<file path="src/rtl/ddodt_pkg.sv">
// package: register map, field layout, latency figures and carrier types
package ddodt_pkg;
    // ************************************************************
    // register byte offsets
    // ************************************************************
    localparam logic [4:0] DDODT_OFS_MR1 = 5'h00;
    localparam logic [4:0] DDODT_OFS_MR2 = 5'h04;
    localparam logic [4:0] DDODT_OFS_MR5 = 5'h08;
    localparam logic [4:0] DDODT_OFS_CFG = 5'h0C;
    localparam logic [4:0] DDODT_OFS_STAT = 5'h10;
    // field positions
    localparam int DDODT_NOM_LSB = 8;
    localparam int DDODT_WR_LSB = 9;
    localparam int DDODT_PARK_LSB = 6;
    localparam int DDODT_CWL_LSB = 0;
    localparam int DDODT_AL_LSB = 8;
    localparam int DDODT_PL_LSB = 16;
    localparam int DDODT_PRE2_BIT = 24;
    localparam int DDODT_CRC_BIT = 25;
    localparam int DDODT_DLLOFF_BIT = 26;
    localparam int DDODT_BL_LSB = 28;
    // reset values
    localparam logic [31:0] DDODT_MR_RST = 32'h0000_0000;
    localparam logic [31:0] DDODT_CFG_RST = 32'h0000_0009;
    // burst length modes
    localparam logic [1:0] DDODT_BL_FIX8 = 2'h0;
    localparam logic [1:0] DDODT_BL_OTF = 2'h1;
    localparam logic [1:0] DDODT_BL_FIX4 = 2'h2;
    // latency figures in clocks
    localparam logic [6:0] DDODT_SUB_1CK = 7'h02;
    localparam logic [6:0] DDODT_SUB_2CK = 7'h03;
    localparam logic [6:0] DDODT_CWN4_1 = 7'h04;
    localparam logic [6:0] DDODT_CWN4_1C = 7'h07;
    localparam logic [6:0] DDODT_CWN4_2 = 7'h05;
    localparam logic [6:0] DDODT_CWN4_2C = 7'h08;
    localparam logic [6:0] DDODT_CWN8_1 = 7'h06;
    localparam logic [6:0] DDODT_CWN8_1C = 7'h07;
    localparam logic [6:0] DDODT_CWN8_2 = 7'h07;
    localparam logic [6:0] DDODT_CWN8_2C = 7'h08;
    // bus responses
    localparam logic [1:0] DDODT_RESP_OKAY = 2'h0;
    localparam logic [1:0] DDODT_RESP_SLVERR = 2'h2;

    typedef enum logic [1:0] {DDODT_PARK, DDODT_NOM, DDODT_WR} ddodt_rtt_t;

    typedef struct packed {
        logic en;
        logic [4:0] addr;
        logic [31:0] data;
        logic [3:0] strb;
    } ddodt_regwr_t;

    typedef struct packed {
        logic [5:0] cwl;
        logic [5:0] al;
        logic [3:0] pl;
        logic pre2;
        logic crc;
        logic dll_off;
        logic [1:0] bl;
    } ddodt_cfg_t;

    // mapped word of the register window
    function automatic logic ddodt_hit(input logic [31:0] a);
        ddodt_hit = (a[31:5] == 27'h0000000) && (a[1:0] == 2'h0) && (a[4:0] <= DDODT_OFS_STAT);
    endfunction : ddodt_hit
endpackage : ddodt_pkg

</file>
<file path="src/rtl/ddodt_axil.sv">
// module: axi4-lite slave front end for the termination register window
module ddodt_axil (
    input wire logic clk,
    input wire logic rst,
    input wire logic [31:0] awaddr,
    input wire logic awvalid,
    output logic awready,
    input wire logic [31:0] wdata,
    input wire logic [3:0] wstrb,
    input wire logic wvalid,
    output logic wready,
    output logic [1:0] bresp,
    output logic bvalid,
    input wire logic bready,
    input wire logic [31:0] araddr,
    input wire logic arvalid,
    output logic arready,
    output logic [31:0] rdata,
    output logic [1:0] rresp,
    output logic rvalid,
    input wire logic rready,
    output ddodt_pkg::ddodt_regwr_t regwr,
    output logic [4:0] rd_addr,
    input wire logic [31:0] rd_data
);
    logic aw_held; // write address captured
    logic [31:0] aw_addr;
    logic w_held; // write data captured
    logic [31:0] w_data;
    logic [3:0] w_strb;
    logic do_wr; // both halves present, response slot free

    // one write and one read in flight: ready only while the slot is free
    assign awready = !aw_held && !bvalid;
    assign wready = !w_held && !bvalid;
    assign arready = !rvalid;
    assign do_wr = aw_held && w_held && !bvalid;
    assign rd_addr = araddr[4:0];

    // address and data halves arrive in either order
    always_ff @(posedge clk or posedge rst)
    begin
        if (rst)
        begin
            aw_held <= 1'b0;
            aw_addr <= 32'h0000_0000;
            w_held <= 1'b0;
            w_data <= 32'h0000_0000;
            w_strb <= 4'h0;
        end
        else
        begin
            if (awvalid && awready)
            begin
                aw_held <= 1'b1;
                aw_addr <= awaddr;
            end
            else if (do_wr)
            begin
                aw_held <= 1'b0;
            end
            if (wvalid && wready)
            begin
                w_held <= 1'b1;
                w_data <= wdata;
                w_strb <= wstrb;
            end
            else if (do_wr)
            begin
                w_held <= 1'b0;
            end
        end
    end

    // write response, unmapped words answer slverr
    always_ff @(posedge clk or posedge rst)
    begin
        if (rst)
        begin
            bvalid <= 1'b0;
            bresp <= ddodt_pkg::DDODT_RESP_OKAY;
        end
        else if (do_wr)
        begin
            bvalid <= 1'b1;
            bresp <= ddodt_pkg::ddodt_hit(aw_addr) ? ddodt_pkg::DDODT_RESP_OKAY
                                                   : ddodt_pkg::DDODT_RESP_SLVERR;
        end
        else if (bready)
        begin
            bvalid <= 1'b0;
        end
    end

    // read channel, data captured at the address handshake
    always_ff @(posedge clk or posedge rst)
    begin
        if (rst)
        begin
            rvalid <= 1'b0;
            rdata <= 32'h0000_0000;
            rresp <= ddodt_pkg::DDODT_RESP_OKAY;
        end
        else if (arvalid && arready)
        begin
            rvalid <= 1'b1;
            rdata <= ddodt_pkg::ddodt_hit(araddr) ? rd_data : 32'h0000_0000;
            rresp <= ddodt_pkg::ddodt_hit(araddr) ? ddodt_pkg::DDODT_RESP_OKAY
                                                  : ddodt_pkg::DDODT_RESP_SLVERR;
        end
        else if (rready)
        begin
            rvalid <= 1'b0;
        end
    end

    // write strobe towards the register file
    always_comb
    begin
        regwr.en = do_wr && ddodt_pkg::ddodt_hit(aw_addr);
        regwr.addr = aw_addr[4:0];
        regwr.data = w_data;
        regwr.strb = w_strb;
    end
endmodule : ddodt_axil

</file>
<file path="src/rtl/ddodt_tap.sv">
// module: odt pin delay line with a selectable tap
module ddodt_tap #(
    parameter int DEPTH = 64
) (
    input wire logic clk,
    input wire logic rst,
    input wire logic d,
    input wire logic [6:0] lat,
    output logic q
);
    logic [DEPTH-1:0] sh; // sh[n] holds the pin as sampled n+1 edges ago
    logic [6:0] idx; // tap index, clamped to the line

    // shift line, one sample per clock
    always_ff @(posedge clk or posedge rst)
    begin
        if (rst)
        begin
            sh <= '0;
        end
        else
        begin
            sh <= {sh[DEPTH-2:0], d};
        end
    end

    // a latency of n is read one stage early because the caller registers it
    always_comb
    begin
        if (int'(lat) > DEPTH)
        begin
            idx = 7'(DEPTH - 1);
        end
        else
        begin
            idx = lat - 7'h01;
        end
        q = sh[idx[5:0]];
    end
endmodule : ddodt_tap

</file>
<file path="src/rtl/ddodt_top.sv">
// module: termination select for nominal, write and park values
// Notes on behaviour
// - dynamic mode on when write field nonzero
// - nominal value from mode register 1 bits 10:8
// - write value from mode register 2 bits 11:9
// - park value from mode register 5 bits 8:6
// - idle: pin drives nominal, park while low
// - with dynamic mode on and DLL on, every registered write starts write termination
// - write select after WL-2 or WL-3 clocks
// - chop-4 deselect offset 4, 7, 5, 8
// - burst-8 deselect offset 6, 7, 7, 8
// - chop versus burst from mode or command
// - no write switching with DLL off
// - DLL off means asynchronous pin mode
// - asynchronous mode adds no AL or PL
// - asynchronous: pin high moves park to nominal
// - asynchronous: pin low moves nominal to park
// - pin latency CWL+AL+PL minus 2 or 3
// - write window overrides the pin; DLL off overrides the write window
module ddodt_top #(
    parameter int LAT_DEPTH = 64
) (
    input wire logic CLOCK,
    input wire logic SYS_RST,
    input wire logic ODT,
    input wire logic WR_CMD,
    input wire logic WR_BC4,
    output ddodt_pkg::ddodt_rtt_t RTT_SEL,
    output logic [2:0] RTT_CODE,
    input wire logic [31:0] S_AXI_AWADDR,
    input wire logic S_AXI_AWVALID,
    output logic S_AXI_AWREADY,
    input wire logic [31:0] S_AXI_WDATA,
    input wire logic [3:0] S_AXI_WSTRB,
    input wire logic S_AXI_WVALID,
    output logic S_AXI_WREADY,
    output logic [1:0] S_AXI_BRESP,
    output logic S_AXI_BVALID,
    input wire logic S_AXI_BREADY,
    input wire logic [31:0] S_AXI_ARADDR,
    input wire logic S_AXI_ARVALID,
    output logic S_AXI_ARREADY,
    output logic [31:0] S_AXI_RDATA,
    output logic [1:0] S_AXI_RRESP,
    output logic S_AXI_RVALID,
    input wire logic S_AXI_RREADY
);
    // ************************************************************
    // register window
    // ************************************************************
    ddodt_pkg::ddodt_regwr_t regwr; // write strobe from the slave
    logic [4:0] rd_addr; // read word selector
    logic [31:0] rd_data; // read word
    logic [31:0] mr1; // nominal value image
    logic [31:0] mr2; // write value image
    logic [31:0] mr5; // park value image
    logic [31:0] cfg_word; // latency and mode settings
    ddodt_pkg::ddodt_cfg_t cfg; // decoded settings

    ddodt_axil u_axil (
        .clk(CLOCK),
        .rst(SYS_RST),
        .awaddr(S_AXI_AWADDR),
        .awvalid(S_AXI_AWVALID),
        .awready(S_AXI_AWREADY),
        .wdata(S_AXI_WDATA),
        .wstrb(S_AXI_WSTRB),
        .wvalid(S_AXI_WVALID),
        .wready(S_AXI_WREADY),
        .bresp(S_AXI_BRESP),
        .bvalid(S_AXI_BVALID),
        .bready(S_AXI_BREADY),
        .araddr(S_AXI_ARADDR),
        .arvalid(S_AXI_ARVALID),
        .arready(S_AXI_ARREADY),
        .rdata(S_AXI_RDATA),
        .rresp(S_AXI_RRESP),
        .rvalid(S_AXI_RVALID),
        .rready(S_AXI_RREADY),
        .regwr(regwr),
        .rd_addr(rd_addr),
        .rd_data(rd_data)
    );

    // byte-lane merge, shared by every writable word
    function automatic logic [31:0] merge(
        input logic [31:0] old,
        input logic [31:0] data,
        input logic [3:0] strb
    );
        for (int i = 0; i < 4; i++)
        begin
            merge[i*8 +: 8] = strb[i] ? data[i*8 +: 8] : old[i*8 +: 8];
        end
    endfunction : merge

    // register file; the status word ignores writes
    always_ff @(posedge CLOCK or posedge SYS_RST)
    begin
        if (SYS_RST)
        begin
            mr1 <= ddodt_pkg::DDODT_MR_RST;
            mr2 <= ddodt_pkg::DDODT_MR_RST;
            mr5 <= ddodt_pkg::DDODT_MR_RST;
            cfg_word <= ddodt_pkg::DDODT_CFG_RST;
        end
        else if (regwr.en)
        begin
            case (regwr.addr)
                ddodt_pkg::DDODT_OFS_MR1: mr1 <= merge(mr1, regwr.data, regwr.strb);
                ddodt_pkg::DDODT_OFS_MR2: mr2 <= merge(mr2, regwr.data, regwr.strb);
                ddodt_pkg::DDODT_OFS_MR5: mr5 <= merge(mr5, regwr.data, regwr.strb);
                ddodt_pkg::DDODT_OFS_CFG: cfg_word <= merge(cfg_word, regwr.data, regwr.strb);
                default: ; // status or gap: nothing stored
            endcase
        end
    end

    // settings fields
    always_comb
    begin
        cfg.cwl = cfg_word[ddodt_pkg::DDODT_CWL_LSB +: 6];
        cfg.al = cfg_word[ddodt_pkg::DDODT_AL_LSB +: 6];
        cfg.pl = cfg_word[ddodt_pkg::DDODT_PL_LSB +: 4];
        cfg.pre2 = cfg_word[ddodt_pkg::DDODT_PRE2_BIT];
        cfg.crc = cfg_word[ddodt_pkg::DDODT_CRC_BIT];
        cfg.dll_off = cfg_word[ddodt_pkg::DDODT_DLLOFF_BIT];
        cfg.bl = cfg_word[ddodt_pkg::DDODT_BL_LSB +: 2];
    end

    // ************************************************************
    // termination values and latencies
    // ************************************************************
    logic [2:0] nom_val; // nominal termination code
    logic [2:0] wr_val; // write termination code
    logic [2:0] park_val; // park termination code
    logic dyn_en; // dynamic mode enabled
    logic [6:0] wl; // write latency
    logic [6:0] sub; // preamble correction
    logic [6:0] lat_cnw; // write-select latency
    logic [6:0] lat_cwn; // write-deselect latency
    logic [6:0] lat_dodt; // pin latency, at least one clock
    logic bc4_now; // this write is a chop

    assign nom_val = mr1[ddodt_pkg::DDODT_NOM_LSB +: 3];
    assign wr_val = mr2[ddodt_pkg::DDODT_WR_LSB +: 3];
    assign park_val = mr5[ddodt_pkg::DDODT_PARK_LSB +: 3];
    assign dyn_en = |wr_val; // any of A9, A10 or A11 set

    // deselect offset after select, by burst, preamble and crc
    function automatic logic [6:0] cwn_add(input logic bc4, input logic pre2, input logic crc);
        case ({bc4, pre2, crc})
            3'h4: cwn_add = ddodt_pkg::DDODT_CWN4_1;
            3'h5: cwn_add = ddodt_pkg::DDODT_CWN4_1C;
            3'h6: cwn_add = ddodt_pkg::DDODT_CWN4_2;
            3'h7: cwn_add = ddodt_pkg::DDODT_CWN4_2C;
            3'h0: cwn_add = ddodt_pkg::DDODT_CWN8_1;
            3'h1: cwn_add = ddodt_pkg::DDODT_CWN8_1C;
            3'h2: cwn_add = ddodt_pkg::DDODT_CWN8_2;
            default: cwn_add = ddodt_pkg::DDODT_CWN8_2C;
        endcase
    endfunction : cwn_add

    // latency arithmetic; a setting below the correction wraps, software must avoid it
    always_comb
    begin
        wl = 7'(cfg.cwl) + 7'(cfg.al) + 7'(cfg.pl);
        sub = cfg.pre2 ? ddodt_pkg::DDODT_SUB_2CK : ddodt_pkg::DDODT_SUB_1CK;
        lat_cnw = wl - sub;
        // fixed chop, or on-the-fly chop picked by the command
        bc4_now = (cfg.bl == ddodt_pkg::DDODT_BL_FIX4)
               || ((cfg.bl == ddodt_pkg::DDODT_BL_OTF) && WR_BC4);
        lat_cwn = lat_cnw + cwn_add(bc4_now, cfg.pre2, cfg.crc);
        // pin latency shares the select figure
        lat_dodt = (lat_cnw == 7'h00) ? 7'h01 : lat_cnw;
    end

    // ************************************************************
    // write window schedule
    // ************************************************************
    // bit n of the schedule says: write value selected n edges from now
    logic [LAT_DEPTH-1:0] fut;
    logic [LAT_DEPTH-1:0] next_fut;
    logic dyn_go; // this write opens a window

    // window of one write: bits lo up to hi-1
    function automatic logic [LAT_DEPTH-1:0] win_mask(input logic [6:0] lo, input logic [6:0] hi);
        for (int i = 0; i < LAT_DEPTH; i++)
        begin
            win_mask[i] = (i >= int'(lo)) && (i < int'(hi));
        end
    endfunction : win_mask

    // dll off kills the schedule outright
    assign dyn_go = WR_CMD && dyn_en && !cfg.dll_off;

    // windows are or-ed, so a later write stretches to its own end
    always_comb
    begin
        next_fut = fut >> 1;
        if (dyn_go)
        begin
            next_fut = next_fut | win_mask(lat_cnw, lat_cwn);
        end
        if (cfg.dll_off)
        begin
            next_fut = '0;
        end
    end

    // schedule register
    always_ff @(posedge CLOCK or posedge SYS_RST)
    begin
        if (SYS_RST)
        begin
            fut <= '0;
        end
        else
        begin
            fut <= next_fut;
        end
    end

    // ************************************************************
    // pin path and output select
    // ************************************************************
    logic odt_tap; // pin, delayed by the direct latency less one
    ddodt_pkg::ddodt_rtt_t next_sel;
    logic [2:0] next_code;

    ddodt_tap #(
        .DEPTH(LAT_DEPTH)
    ) u_tap (
        .clk(CLOCK),
        .rst(SYS_RST),
        .d(ODT),
        .lat(lat_dodt),
        .q(odt_tap)
    );

    // choose the value; the write window outranks the pin
    always_comb
    begin
        if (cfg.dll_off)
        begin
            // pin taken as sampled, no AL or PL
            next_sel = ODT ? ddodt_pkg::DDODT_NOM : ddodt_pkg::DDODT_PARK;
        end
        else if (next_fut[0])
        begin
            next_sel = ddodt_pkg::DDODT_WR;
        end
        else
        begin
            // direct latency path, also the return after a window
            next_sel = odt_tap ? ddodt_pkg::DDODT_NOM : ddodt_pkg::DDODT_PARK;
        end
        case (next_sel)
            ddodt_pkg::DDODT_NOM: next_code = nom_val;
            ddodt_pkg::DDODT_WR: next_code = wr_val;
            default: next_code = park_val;
        endcase
    end

    // registered outputs, park after reset
    always_ff @(posedge CLOCK or posedge SYS_RST)
    begin
        if (SYS_RST)
        begin
            RTT_SEL <= ddodt_pkg::DDODT_PARK;
            RTT_CODE <= 3'h0;
        end
        else
        begin
            RTT_SEL <= next_sel;
            RTT_CODE <= next_code;
        end
    end

    // read mux; the status word shows live termination state
    always_comb
    begin
        case (rd_addr)
            ddodt_pkg::DDODT_OFS_MR1: rd_data = mr1;
            ddodt_pkg::DDODT_OFS_MR2: rd_data = mr2;
            ddodt_pkg::DDODT_OFS_MR5: rd_data = mr5;
            ddodt_pkg::DDODT_OFS_CFG: rd_data = cfg_word;
            ddodt_pkg::DDODT_OFS_STAT: rd_data = {18'h00000, lat_cnw, |fut, dyn_en,
                                                  RTT_CODE, RTT_SEL};
            default: rd_data = 32'h0000_0000;
        endcase
    end

    // ************************************************************
    // checks
    // ************************************************************
    // helper: age of the last write and the figures it was given
    logic [6:0] age;
    logic armed;
    logic single;
    logic [6:0] q_cnw;
    logic [6:0] q_cwn;

    // helper tracking; only the checks read it
    always_ff @(posedge CLOCK or posedge SYS_RST)
    begin
        if (SYS_RST)
        begin
            age <= 7'h7F;
            armed <= 1'b0;
            single <= 1'b0;
            q_cnw <= 7'h00;
            q_cwn <= 7'h00;
        end
        else if (WR_CMD)
        begin
            age <= 7'h00;
            armed <= dyn_go;
            single <= (fut == '0);
            q_cnw <= lat_cnw;
            q_cwn <= lat_cwn;
        end
        else
        begin
            age <= (age == 7'h7F) ? age : age + 7'h01;
            armed <= armed && !cfg.dll_off && !regwr.en;
        end
    end
endmodule : ddodt_top

</file>
<file path="config.mk">
export PLATFORM = sky130hd
export DESIGN_NAME = ddodt_top
export DESIGN_NICKNAME = d
export VERILOG_FILES = /design/src/rtl/ddodt_pkg.sv /design/src/rtl/ddodt_axil.sv /design/src/rtl/ddodt_tap.sv /design/src/rtl/ddodt_top.sv
export SDC_FILE = /design/constraint.sdc
export NUM_CORES = 1
export LEC_CHECK = 0
export BUFFER_PORTS_ARGS = -buffer_cell sky130_fd_sc_hd__buf_2
export CAP_MARGIN = 30
export CORE_UTILIZATION = 59
export DETAILED_ROUTE_END_ITERATION = 8
export PLACE_DENSITY = 0.79
export SYNTH_ARGS = -nofsm -noshare
export SYNTH_HDL_FRONTEND = slang
export SYNTH_SLANG_ARGS = --single-unit
</file>
<file path="constraint.sdc">
create_clock -name CLOCK -period 12.4 [get_ports CLOCK]
set_input_delay 0.62 -clock CLOCK [delete_from_list [all_inputs] [get_ports CLOCK]]
set_output_delay 0.62 -clock CLOCK [all_outputs]
set_load 0.1 [all_outputs]
</file>
After elaboration in Yosys (flattened, before gate mapping)

Index checks and enable logic that the tools add are counted.
Widths: inputs -> output; s select.

$add $sub $neg: 5
$lt $le $gt $ge: 132
Eq/ne operators: 16
Mux-type cells: 24
Bitwise gates (word level): 1
Reduce and logical (&&, ||, !) cells: 116

Operator list:

| cell               | count |
|---|---|
| $ge 6x7->1 const A | 32 |
| $lt 6x7->1 const A | 32 |
| $pmux 32 s5        | 1 |
| $mux 64            | 2 |
| $ge 5x7->1 const A | 16 |
| $lt 5x7->1 const A | 16 |
| $logic_and 1x1->1  | 79 |
| $or 63x64->64      | 1 |
| $reduce_or 64->1   | 1 |
| $ge 4x7->1 const A | 8 |
| $lt 4x7->1 const A | 8 |
| $logic_not 27->1   | 2 |
| $reduce_and 3->1   | 16 |
| $mux 32            | 1 |
| $ge 3x7->1 const A | 4 |
| $lt 3x7->1 const A | 4 |
| $eq 5x4->1 const B | 4 |
| $pmux 4 s4         | 1 |
| $ge 1x7->1 const A | 2 |
| $ge 2x7->1 const A | 2 |
| $lt 1x7->1 const A | 2 |
| $lt 2x7->1 const A | 2 |
| $mux 1             | 11 |
| $eq 5x3->1 const B | 2 |
| 27 further kinds   | 45 |

Register bits after elaboration: 369
Input port bits: 110
Output and inout port bits: 46
Word-level logic and storage cells: 324

Longest topological paths before layout

Gate-level depths: netlist (run 1).

Word-level depth: 16
Mapped depth: 27
Depth with buffers taken out: 26

Hierarchy

A second synthesis (run 1) with hierarchy kept.

Cell total of the unflattened synthesis: 1437
Area total of the unflattened synthesis: 17284.1 µm²

By module, submodules not included:

| module     | instances | cells each | area each (µm²) | seq. area each (µm²) |
|---|---|---|---|---|
| ddodt_top  | 1         | 945        | 10427.5         | 4907.2 |
| ddodt_axil | 1         | 314        | 4349.2          | 2652.5 |
| ddodt_tap  | 1         | 178        | 2507.4          | 1601.5 |

Worst setup path after synthesis (run 1)

OpenSTA, ideal clock, no wires.

Path kind: reg2reg
Start point: register cfg_word[1]
End point: register RTT_CODE[0]
Setup time: 0.128 ns
Data arrival time: 5.442 ns
Required time: 12.272 ns
Slack: 6.831 ns
Cell stages (with the launch flop): 25
Buffers on the path: 2
Clock period less this slack: 5.569 ns
Path through: dfrtp_1 ha_1 inv_1 fa_1 inv_1 ha_1 inv_1 fa_1 nand2b_2 a21oi_4 xnor2_2 nand2_1 nor2_1 a21oi_1 ha_1 clkbuf_1 buf_1 a32oi_1 a221oi_1 nor3_1 nor4_1 a211o_1 ha_1 nand2_1 o21ai_0

Word-level cells in the longest chain between the ends: 14
Elaborated cells on any way between the ends: 23
Those cells by class: add/sub (5); order compare (3); eq/ne (2); mux (10); bitwise (1); reduce/logical (2)

RTL lines:

| item                                             | RTL line                         | source |
|---|---|---|
| from (decl)                                      | ddodt_top.sv:57                  | `logic [31:0] cfg_word;` |
| from (signal assigned)                           | ddodt_top.sv:105                 | `cfg_word <= ddodt_pkg::DDODT_CFG_RST;` |
| from (signal assigned)                           | ddodt_top.sv:113                 | `ddodt_pkg::DDODT_OFS_CFG: cfg_word <= merge(cfg_word, regwr.data, regwr.strb);` |
| $add 6x6->7 (*)                                  | ddodt_top.sv:167                 | `wl = 7'(cfg.cwl) + 7'(cfg.al) + 7'(cfg.pl);` |
| $add 7x4->7 (*)                                  | ddodt_top.sv:167                 |  |
| $sub 7x2->7 (*)                                  | ddodt_top.sv:169                 | `lat_cnw = wl - sub;` |
| $logic_not 7->1                                  | ddodt_top.sv:175                 | `lat_dodt = (lat_cnw == 7'h00) ? 7'h01 : lat_cnw;` |
| $mux 7                                           | ddodt_top.sv:175                 |  |
| $sub 6x1->6 / $gt 7x7->1 (equally long branches) | ddodt_tap.sv:36, ddodt_tap.sv:30 |  |
| $mux 6                                           | ddodt_tap.sv:30                  | `if (int'(lat) > DEPTH)` |
| $bmux 1 s6                                       | ddodt_tap.sv:38                  | `q = sh[idx[5:0]];` |
| $mux 1 (not written as such)                     | ddodt_tap.sv:38                  |  |
| $mux 1                                           | ddodt_top.sv:256                 | `next_sel = odt_tap ? ddodt_pkg::DDODT_NOM : ddodt_pkg::DDODT_PARK;` |
| $mux 2 (*)                                       | ddodt_top.sv:249                 | `else if (next_fut[0])` |
| $mux 2 (*)                                       | ddodt_top.sv:244                 | `if (cfg.dll_off)` |
| net next_sel[0]                                  | ddodt_top.sv:228                 | `ddodt_pkg::ddodt_rtt_t next_sel;` |
| $eq 2x2->1 / $eq 2x1->1 (equally long branches)  | ddodt_top.sv:258                 | `case (next_sel)` |
| $pmux 3 s2 (*)                                   | ddodt_top.sv:258                 |  |
| net next_code[0]                                 | ddodt_top.sv:229                 | `logic [2:0] next_code;` |
| to (signal assigned)                             | ddodt_top.sv:276                 | `RTT_CODE <= next_code;` |
| to (decl)                                        | ddodt_top.sv:29                  | `output logic [2:0] RTT_CODE,` |

The timed path passes the listed nets; every way through them passes the cells marked *. The select of a mux whose other input is x is not followed.
A chain may end at the register's enable or synchronous reset.

Final worst setup path (run 1)

Start point: register cfg_word[3]
End point: register RTT_CODE[1]

Word-level cells in the longest chain between the ends: 14
Elaborated cells on any way between the ends: 23
Those cells by class: add/sub (5); order compare (3); eq/ne (2); mux (10); bitwise (1); reduce/logical (2)

RTL lines:

| item                                             | RTL line |
|---|---|
| $add 6x6->7 (*)                                  | ddodt_top.sv:167 |
| $add 7x4->7 (*)                                  | ddodt_top.sv:167 |
| $sub 7x2->7 (*)                                  | ddodt_top.sv:169 |
| $logic_not 7->1                                  | ddodt_top.sv:175 |
| $mux 7                                           | ddodt_top.sv:175 |
| $sub 6x1->6 / $gt 7x7->1 (equally long branches) | ddodt_tap.sv:36, ddodt_tap.sv:30 |
| $mux 6                                           | ddodt_tap.sv:30 |
| $bmux 1 s6                                       | ddodt_tap.sv:38 |
| $mux 1 (not written as such)                     | ddodt_tap.sv:38 |
| $mux 1                                           | ddodt_top.sv:256 |
| $mux 2 (*)                                       | ddodt_top.sv:249 |
| $mux 2 (*)                                       | ddodt_top.sv:244 |
| $eq 2x2->1 / $eq 2x1->1 (equally long branches)  | ddodt_top.sv:258 |
| $pmux 3 s2 (*)                                   | ddodt_top.sv:258 |
| net next_code[1]                                 | ddodt_top.sv:229 |

Marked as above.

==> out/metrics.csv, run 1 <==
metric;value;unit
outcome;finished, final reports clean;
slew_headroom;31.1;%
clock-sinks;366;
rows;60;
yosys_warnings;0;
cp.required;12.79;ns
first_pass_iters;6;
htree_num_levels;2;
post-route-min-period;6.43;ns
drive_gt1_share;29.0;%
fp.dieArea;28700;sq um
ir_worst_vdd;0.000222;V
cp_slowest_cell;or2_1;
worstPathMaxFanout;15;
hold_violations;0;
final_area;18900;sq um
die_x;169;um
cts_buffers;38;
dpl-instance-area;17600;sq um
wl;43900;um
critical_path_buf_inv_count;2;
cts_resized;0;
crit_chain;inv_1 -> ha_1 -> fa_1 -> inv_1 -> ha_1 -> nand3_1 -> a21oi_2 -> or2_1 -> nand2_1 -> nor2_1 -> a21oi_1 -> ha_1 -> nand2_1 -> nor2_4 -> o21a_1 -> a22oi_1 -> o21ai_0 -> a221oi_1 -> nor3_1 -> nor4_1 -> a211oi_1 -> ha_1 -> a22oi_1 -> o21ai_0;
synth_seq_area_share;55.5;%
synth-async-reset-ratio;100;%
seqPwrFrac;50.0;%
antenna_left;0;
nNetsFinal;1704;
vias;12393;
dp_slack;6.12;ns
clkTransAtPathRegs;0.06;ns
final_core_util;69.4;%
coreArea;27200;sq um
dieHeight;169;um
n_fill_cell;2026;
syn_inst;1429;
criticalPathCategory;flip-flop to flip-flop;
wl_per_cell;22.4;um
grt_pass1_vias;12531;
grt_start_max_net_pins;157;
final.setup.tns;0;ns
ctsRootBufferMaster;clkbuf_16;
gp_congestion;1.01;
viasPerCell;6.32;
drv_slew;0;
final_common_cell;dfrtp_1;
clockBufferDepth;3;
worst_slack;5.97;ns
tightest_slew;1.03;ns
syn-cell-area;16500;sq um
cp_data_arrival_time;6.82;ns
min_path_type;input port to flip-flop;
p_sw_share;25.9;%
ys.flop_type;dfrtp_1;
p_comb_share;10.6;%
grt_overflow;0;
setup_viol;0;
initial_core_util;60.8;%
portBuffers;153;
pwr_density_cell;154;nW/um^2
synth_edf_count;0;
first_iter_violations;1144;
cp_slowest_stage_delay;0.56;ns
finalClockSkew;0.0175;ns
synth-seq-cells;366;
end_kind;flip-flop;
drcViolationCount;0;
synth_area_per_cell;11.6;sq um
antenna_found_initial;0;
final_cell_mix;dfrtp_1, mux2_2, buf_2, nand2_1, nor2_1;
cap_violations;0;
dp_hpwl;29900;um
start_kind;flip-flop;
ys_types;86;
clock_latency;0.53;ns
cp_top_family;simple AND/OR/NAND/NOR gates;
power;2.90;mW
ioPinCount;156;
p_int;2.15;mW
grt_pass1_wl;69500;um
track_usage;31.2;%
power_leakage;9.08;nW
area_growth;14.2;%
power_frac_clock;39.3;%
insertedDiodeCount;0;
rsz0062_at_grt;no;
cts_tree;yes;
fmax;155;MHz
p_sw;0.749;mW
fin_crit_sh;51.9;%
cpMostUsedCell;ha_1;
metrics by stage:
| step | hold WS (ns) | std cells |
|---|---|---|
| final | 0.214 | 1962 |
| after global routing | 0.209 | 1962 |
| after CTS | 0.203 | 1960 |
| after detailed placement | 0.358 | 1897 |
| after global placement | 0.354 | 1897 |
| after floorplan | 0.347 | 1430 |
sequential cells by signal, indices dropped and copies added (netlist names), 3 cells and up:
| register | cells |
|---|---|
| u_tap.sh | 64 |
| mr1 | 32 |
| mr2 | 32 |
| u_axil.w_strb | 4 |
| RTT_CODE | 3 |
| mr5 | 32 |
| u_axil.w_data | 32 |
| cfg_word | 32 |
| u_axil.aw_addr | 32 |
| u_axil.rdata | 32 |
| fut | 64 |
worst register-to-register path, delay by kind of cell (launching register included):
family / cells / cell delay, ns
DFF: 1 / 0.54
adders and majority gates: 5 / 1.76
and+or+nand+nor: 8 / 2.01
buffers and inverters: 2 / 0.10
AOI/OAI and AO/OA: 9 / 1.88
cell families (layout without fill, tap and decap cells):
family | after synthesis | count (layout) | synth area share, %
compound gates | 326 | 326 | 13.2
xor+xnor | 11 | 11 | 0.902
buf+inv | 122 | 282 | 2.94
flops | 366 | 366 | 55.5
simple gates | 351 | 351 | 10.0
fa+ha+maj | 28 | 28 | 2.38
mux | 224 | 224 | 15.1
other cells | 1 | 2 | 0.0227
layout make-up:
cell class / instances / area (sq um) / area share [%]
timing repair buffer: 168 / 913 / 4.84
tap: 372 / 465 / 2.47
clock inverter: 8 / 144 / 0.763
inverter: 51 / 199 / 1.05
sequential: 366 / 9160 / 48.6
multi-input combinational: 942 / 6880 / 36.5
clock buffer: 55 / 1090 / 5.80
what timing repair did:
| item | in CTS | in global routing |
|---|---|---|
| setup endpoints to repair | 0 | 0 |
| hold endpoints to repair | 0 | 3 |
| hold buffers | 0 | 1 |
| buffers inserted | 0 | 0 |
Yosys cell counts, types with 4 or more instances:
cell / n / share of area, %
nor4_1: 32 / 1.2
inv_1: 50 / 1.1
and3_1: 5 / 0.19
fa_1: 6 / 0.73
nor2b_1: 5 / 0.19
xor2_1: 4 / 0.21
a22o_1: 18 / 0.95
dfrtp_1: 364 / 55
o211a_1: 4 / 0.24
a21oi_1: 74 / 2.2
nand2_1: 113 / 2.6
ha_1: 21 / 1.6
nand4_1: 10 / 0.38
a222oi_1: 4 / 0.24
buf_4: 5 / 0.23
buf_1: 6 / 0.14
mux2_2: 201 / 14
o21ai_0: 97 / 2.9
nand2b_1: 4 / 0.15
nor2_1: 103 / 2.3
a31oi_1: 23 / 0.87
buf_2: 7 / 0.21
o21ai_1: 4 / 0.12
clkbuf_1: 53 / 1.2
mux2i_1: 23 / 1.4
and2_1: 8 / 0.30
or4_1: 4 / 0.18
a221oi_1: 30 / 1.6
nand3_1: 30 / 0.91
nor3_1: 13 / 0.39
a22oi_1: 20 / 0.91
metal layers:
| layer | global-route usage, % | vias to the layer above | wire length [um] |
|---|---|---|---|
| met3 | 4.97 | 100 | 3310 |
| met4 | 10.1 | 0 | 1200 |
| met5 | 0 | - | 0 |
| met2 | 50.8 | 567 | 20900 |
| met1 | 43.2 | 6265 | 18400 |
| li1 | - | 5461 | - |
worst paths after layout:
kind / start / to / slack (ns) / cells after the start
worst max-delay path: cfg_word[3] / RTT_CODE[1] / 5.97 / 24
worst min register to register: u_tap.sh[42] / u_tap.sh[43] / 0.37 / 0
worst min-delay path: ODT / u_tap.sh[0] / 0.21 / 1
min in group asynchronous: SYS_RST / u_axil.w_data[5] / 0.53 / 3
max in group asynchronous: SYS_RST / cfg_word[26] / 10.12 / 5
worst max register to register: cfg_word[3] / RTT_CODE[1] / 5.97 / 24
power groups by stage:
stage	clock, mW	combinational (mW)	sequential [mW]
after CTS	1.15	0.311	1.45
after floorplan	0	0.234	1.43
final	1.14	0.308	1.45
after global placement	0	0.297	1.46
after detailed placement	0	0.309	1.46
after global routing	1.20	0.332	1.47
Note: power is estimated with default switching activity, not from simulation.
==> run 2, diff against run 1 <==
--- a/config.mk
+++ b/config.mk
@@ -5,11 +5,12 @@
 export SDC_FILE = /design/constraint.sdc
 export NUM_CORES = 1
 export LEC_CHECK = 0
+export ABC_AREA = 1
 export BUFFER_PORTS_ARGS = -buffer_cell sky130_fd_sc_hd__buf_2
 export CAP_MARGIN = 30
-export CORE_UTILIZATION = 59
+export CORE_UTILIZATION = 60
 export DETAILED_ROUTE_END_ITERATION = 8
-export PLACE_DENSITY = 0.79
+export PLACE_DENSITY = 0.81
 export SYNTH_ARGS = -nofsm -noshare
 export SYNTH_HDL_FRONTEND = slang
 export SYNTH_SLANG_ARGS = --single-unit
==> constraint.sdc (replaced) <==
create_clock -name CLOCK -period 6.6 [get_ports CLOCK]
set_input_delay 0.33 -clock CLOCK [delete_from_list [all_inputs] [get_ports CLOCK]]
set_output_delay 0.33 -clock CLOCK [all_outputs]
set_load 0.1 [all_outputs]
==> out/metrics.csv, run 2 <==
metric;value;unit;change
outcome;finished with violations;;was finished, final reports clean
violations;hold timing;;
drcViolationCount;0;;unchanged
whs;-0.0260;ns;was 0.214 ns
portBuffers;153;;unchanged
syn-cell-area;16700;sq um;was 16500 sq um
ys.flop_type;dfrtp_1;;unchanged
yosys_warnings;0;;unchanged
end_kind;flip-flop;;unchanged
cts_tree;yes;;unchanged
top_usage_layer;met2;;unchanged
wl_per_cell;18.6;um;was 22.4 um
fmax;171;MHz;was 155 MHz
dpl-instance-area;17700;sq um;was 17600 sq um
p_sw;1.58;mW;was 0.749 mW
rows;60;;unchanged
final_common_cell;dfrtp_1;;unchanged
grt_overflow;0;;unchanged
drv_slew;0;;unchanged
clock_latency;0.54;ns;was 0.53 ns
gp_congestion;0.971;;was 1.01
cts_buffers;38;;unchanged
synth-async-reset-ratio;100;%;unchanged
dp_hpwl;29900;um;about the same
finalClockSkew;0.0199;ns;was 0.0175 ns
slew_headroom;26.5;%;was 31.1%
p_comb_share;14.3;%;was 10.6%
rsz0062_at_grt;no;;unchanged
synth_seq_area_share;55.0;%;was 55.5%
cp_slowest_cell;fa_1;;was or2_1
power_frac_clock;39.8;%;was 39.3%
yosys.area_share.simple;17.0;%;was 10.0%
grt_pass1_vias;13825;;was 12531
antenna_found_initial;1;;was 0
vias;13835;;was 12393
initial_core_util;61.5;%;was 60.8%
first_iter_violations;1455;;was 1144
cpMostUsedCell;nand3_1;;was ha_1
hold_violations;6;;was 0
synth-seq-cells;366;;unchanged
cp_data_arrival_time;6.27;ns;was 6.82 ns
fp.dieArea;28400;sq um;was 28700 sq um
power_leakage;9.52;nW;was 9.08 nW
track_usage;32.1;%;was 31.2%
yosysTopAreaCell;dfrtp_1;;unchanged
synthAdderAreaFrac;2.30;%;was 2.38%
synthMostInstantiatedCell;dfrtp_1;;unchanged
antenna_left;0;;unchanged
ys_types;56;;was 86
muxShareOfSynthArea;2.30;%;was 15.1%
ioPinCount;156;;unchanged
start_kind;flip-flop;;unchanged
clock-sinks;366;;unchanged
cp.required;7.01;ns;was 12.79 ns
synth_edf_count;0;;unchanged
reg.largest.list;fut x64, u_tap.sh x64;;unchanged
clockBufferDepth;3;;unchanged
seqPwrFrac;45.9;%;was 50.0%
synth.area.top_cells;dfrtp_1, inv_1, nand2_1, a21oi_1, nor2_1;;was dfrtp_1, mux2_2, o21ai_0, nand2_1, nor2_1
die_x;169;um;about the same
ir_worst_vdd;0.000447;V;was 0.000222 V
dp_slack;0.881;ns;was 6.12 ns
post-route-min-period;5.86;ns;was 6.43 ns
globalRouteMet2Util;52.9;%;was 50.8%
synth_top_cells_by_count;dfrtp_1, inv_1, nand2_1, nor2_1, a21oi_1;;was dfrtp_1, mux2_2, nand2_1, nor2_1, o21ai_0
p_sw_share;27.8;%;was 25.9%
coreArea;27100;sq um;was 27200 sq um
worstPathMaxFanout;28;;was 15
cp_slowest_stage_delay;0.52;ns;was 0.56 ns
viasPerCell;5.80;;was 6.32
final_core_util;70.4;%;was 69.4%
min_path_type;input port to async pin;;was input port to flip-flop
criticalPathCategory;flip-flop to flip-flop;;unchanged
final_cell_mix;dfrtp_1, inv_1, nand2_1, nor2_1, buf_2;;was dfrtp_1, mux2_2, buf_2, nand2_1, nor2_1
syn_inst;1839;;was 1429
tightest_slew;1.10;ns;was 1.03 ns
synth_compound_area_share;14.4;%;was 13.2%
pwr_density_cell;297;nW/um^2;was 154 nW/um^2
drive_gt1_share;15.9;%;was 29.0%
clkTransAtPathRegs;0.06;ns;about the same
cap_violations;0;;unchanged
grt_pass1_wl;72000;um;was 69500 um
dieHeight;169;um;about the same
ctsRootBufferMaster;clkbuf_16;;unchanged
synth_top_family_by_area;simple AND/OR/NAND/NOR gates;;was multiplexers
wl;44400;um;was 43900 um
worst_slack;0.745;ns;was 5.97 ns
setup_viol;0;;unchanged
synth_area_per_cell;9.06;sq um;was 11.6 sq um
grt_use_met3;4.98;%;was 4.97%
synth_xor_area_share;0.586;%;was 0.901%
final.setup.tns;0;ns;unchanged
htree_num_levels;2;;unchanged
synth.top_cell.area_share;54.7;%;was 55.1%
first_pass_iters;6;;unchanged
cts_setup_buffers;0;;unchanged
n_fill_cell;2028;;was 2026
nNetsFinal;2120;;was 1704
met1_usage;43.1;%;was 43.2%
fin_crit_sh;88.7;%;was 51.9%
p_int;4.09;mW;was 2.15 mW
final_area;19100;sq um;was 18900 sq um
area_growth;14.5;%;was 14.2%
grt_start_max_net_pins;175;;was 157
cts_resized;0;;unchanged
[run 2: cell count changes after synthesis, sizes merged, moves of 17 or more]
| cell | previous run | this run |
|---|---|---|
| a22oi | 20 | 3 |
| nand2 | 113 | 248 |
| nor2 | 105 | 203 |
| inv | 51 | 292 |
| mux2i | 23 | 0 |
| o22ai | 1 | 32 |
| a21oi | 76 | 152 |
| o21ai | 103 | 137 |
| mux2 | 201 | 34 |
| nand3 | 32 | 121 |
[run 2: per-layer routing]
metal,wire [um],part of all wire (%)
met1,18800,42
met2,21300,48
met3,2790,6.3
met4,1480,3.3
met5,0,0
[run 2: layout make-up]
class	count	area, sq um	share of cell area (%)
Tap cell	372	465	2.44
Timing Repair Buffer	169	903	4.74
Inverter	295	1110	5.83
Clock inverter	15	234	1.23
Antenna cell	1	2.50	0.0131
Clock buffer	54	1090	5.72
Multi-Input combinational cell	1113	6100	32.0
Sequential cell	366	9160	48.0
[run 2: critical path, delay by kind of cell (launching register included)]
family | cells | cell delay (ns)
buffers and inverters | 6 | 0.65
AOI/OAI and AO/OA | 2 | 0.27
and+or+nand+nor | 17 | 2.50
DFF | 1 | 0.40
adders and majority gates | 6 | 1.93
[run 2: path summary, 6_finish.rpt]
kind / from / endpoint / slack, ns / depth (start not counted)
worst max-delay path: cfg_word[1] / RTT_CODE[2] / 0.74 / 31
worst min-delay path: SYS_RST / u_axil.rdata[7] / -0.03 / 3
worst max register to register: cfg_word[1] / RTT_CODE[2] / 0.74 / 31
worst min register to register: u_tap.sh[32] / u_tap.sh[33] / 0.38 / 0
max in group asynchronous: SYS_RST / mr1[1] / 5.11 / 4
min in group CLOCK: S_AXI_RREADY / u_axil.rvalid / 0.01 / 2
[run 2: kinds of logic (layout without fill, tap and decap cells)]
logic type	after synthesis	after routing
AOI/OAI and AO/OA	413	413
adders and majority gates	27	27
muxes	34	34
xor gates and xnor gates	6	6
DFF	366	366
and+or+nand+nor	631	631
buffers and inverters	361	533
other	1	3
[run 2: timing repair]
item,in CTS,in global routing
setup endpoints to repair,0,0
hold buffers,2,0
hold endpoints to repair,2,0
[run 2: power by group through the flow]
| stage | logic (mW) | registers (mW) | clock network (mW) |
|---|---|---|---|
| after global placement | 0.769 | 2.61 | 0 |
| after floorplan | 0.570 | 2.63 | 0 |
| after CTS | 0.807 | 2.60 | 2.27 |
| after detailed placement | 0.796 | 2.63 | 0 |
| after global routing | 0.891 | 2.63 | 2.35 |
| final | 0.807 | 2.60 | 2.26 |
[run 2: per-stage QoR]
step / total power [mW] / std cells
4_1_cts: 5.68 / 2384
2_1_floorplan: 3.20 / 1840
6_report: 5.66 / 2385
3_3_place_gp: 3.38 / 2313
5_1_grt: 5.87 / 2384
3_5_place_dp: 3.43 / 2313
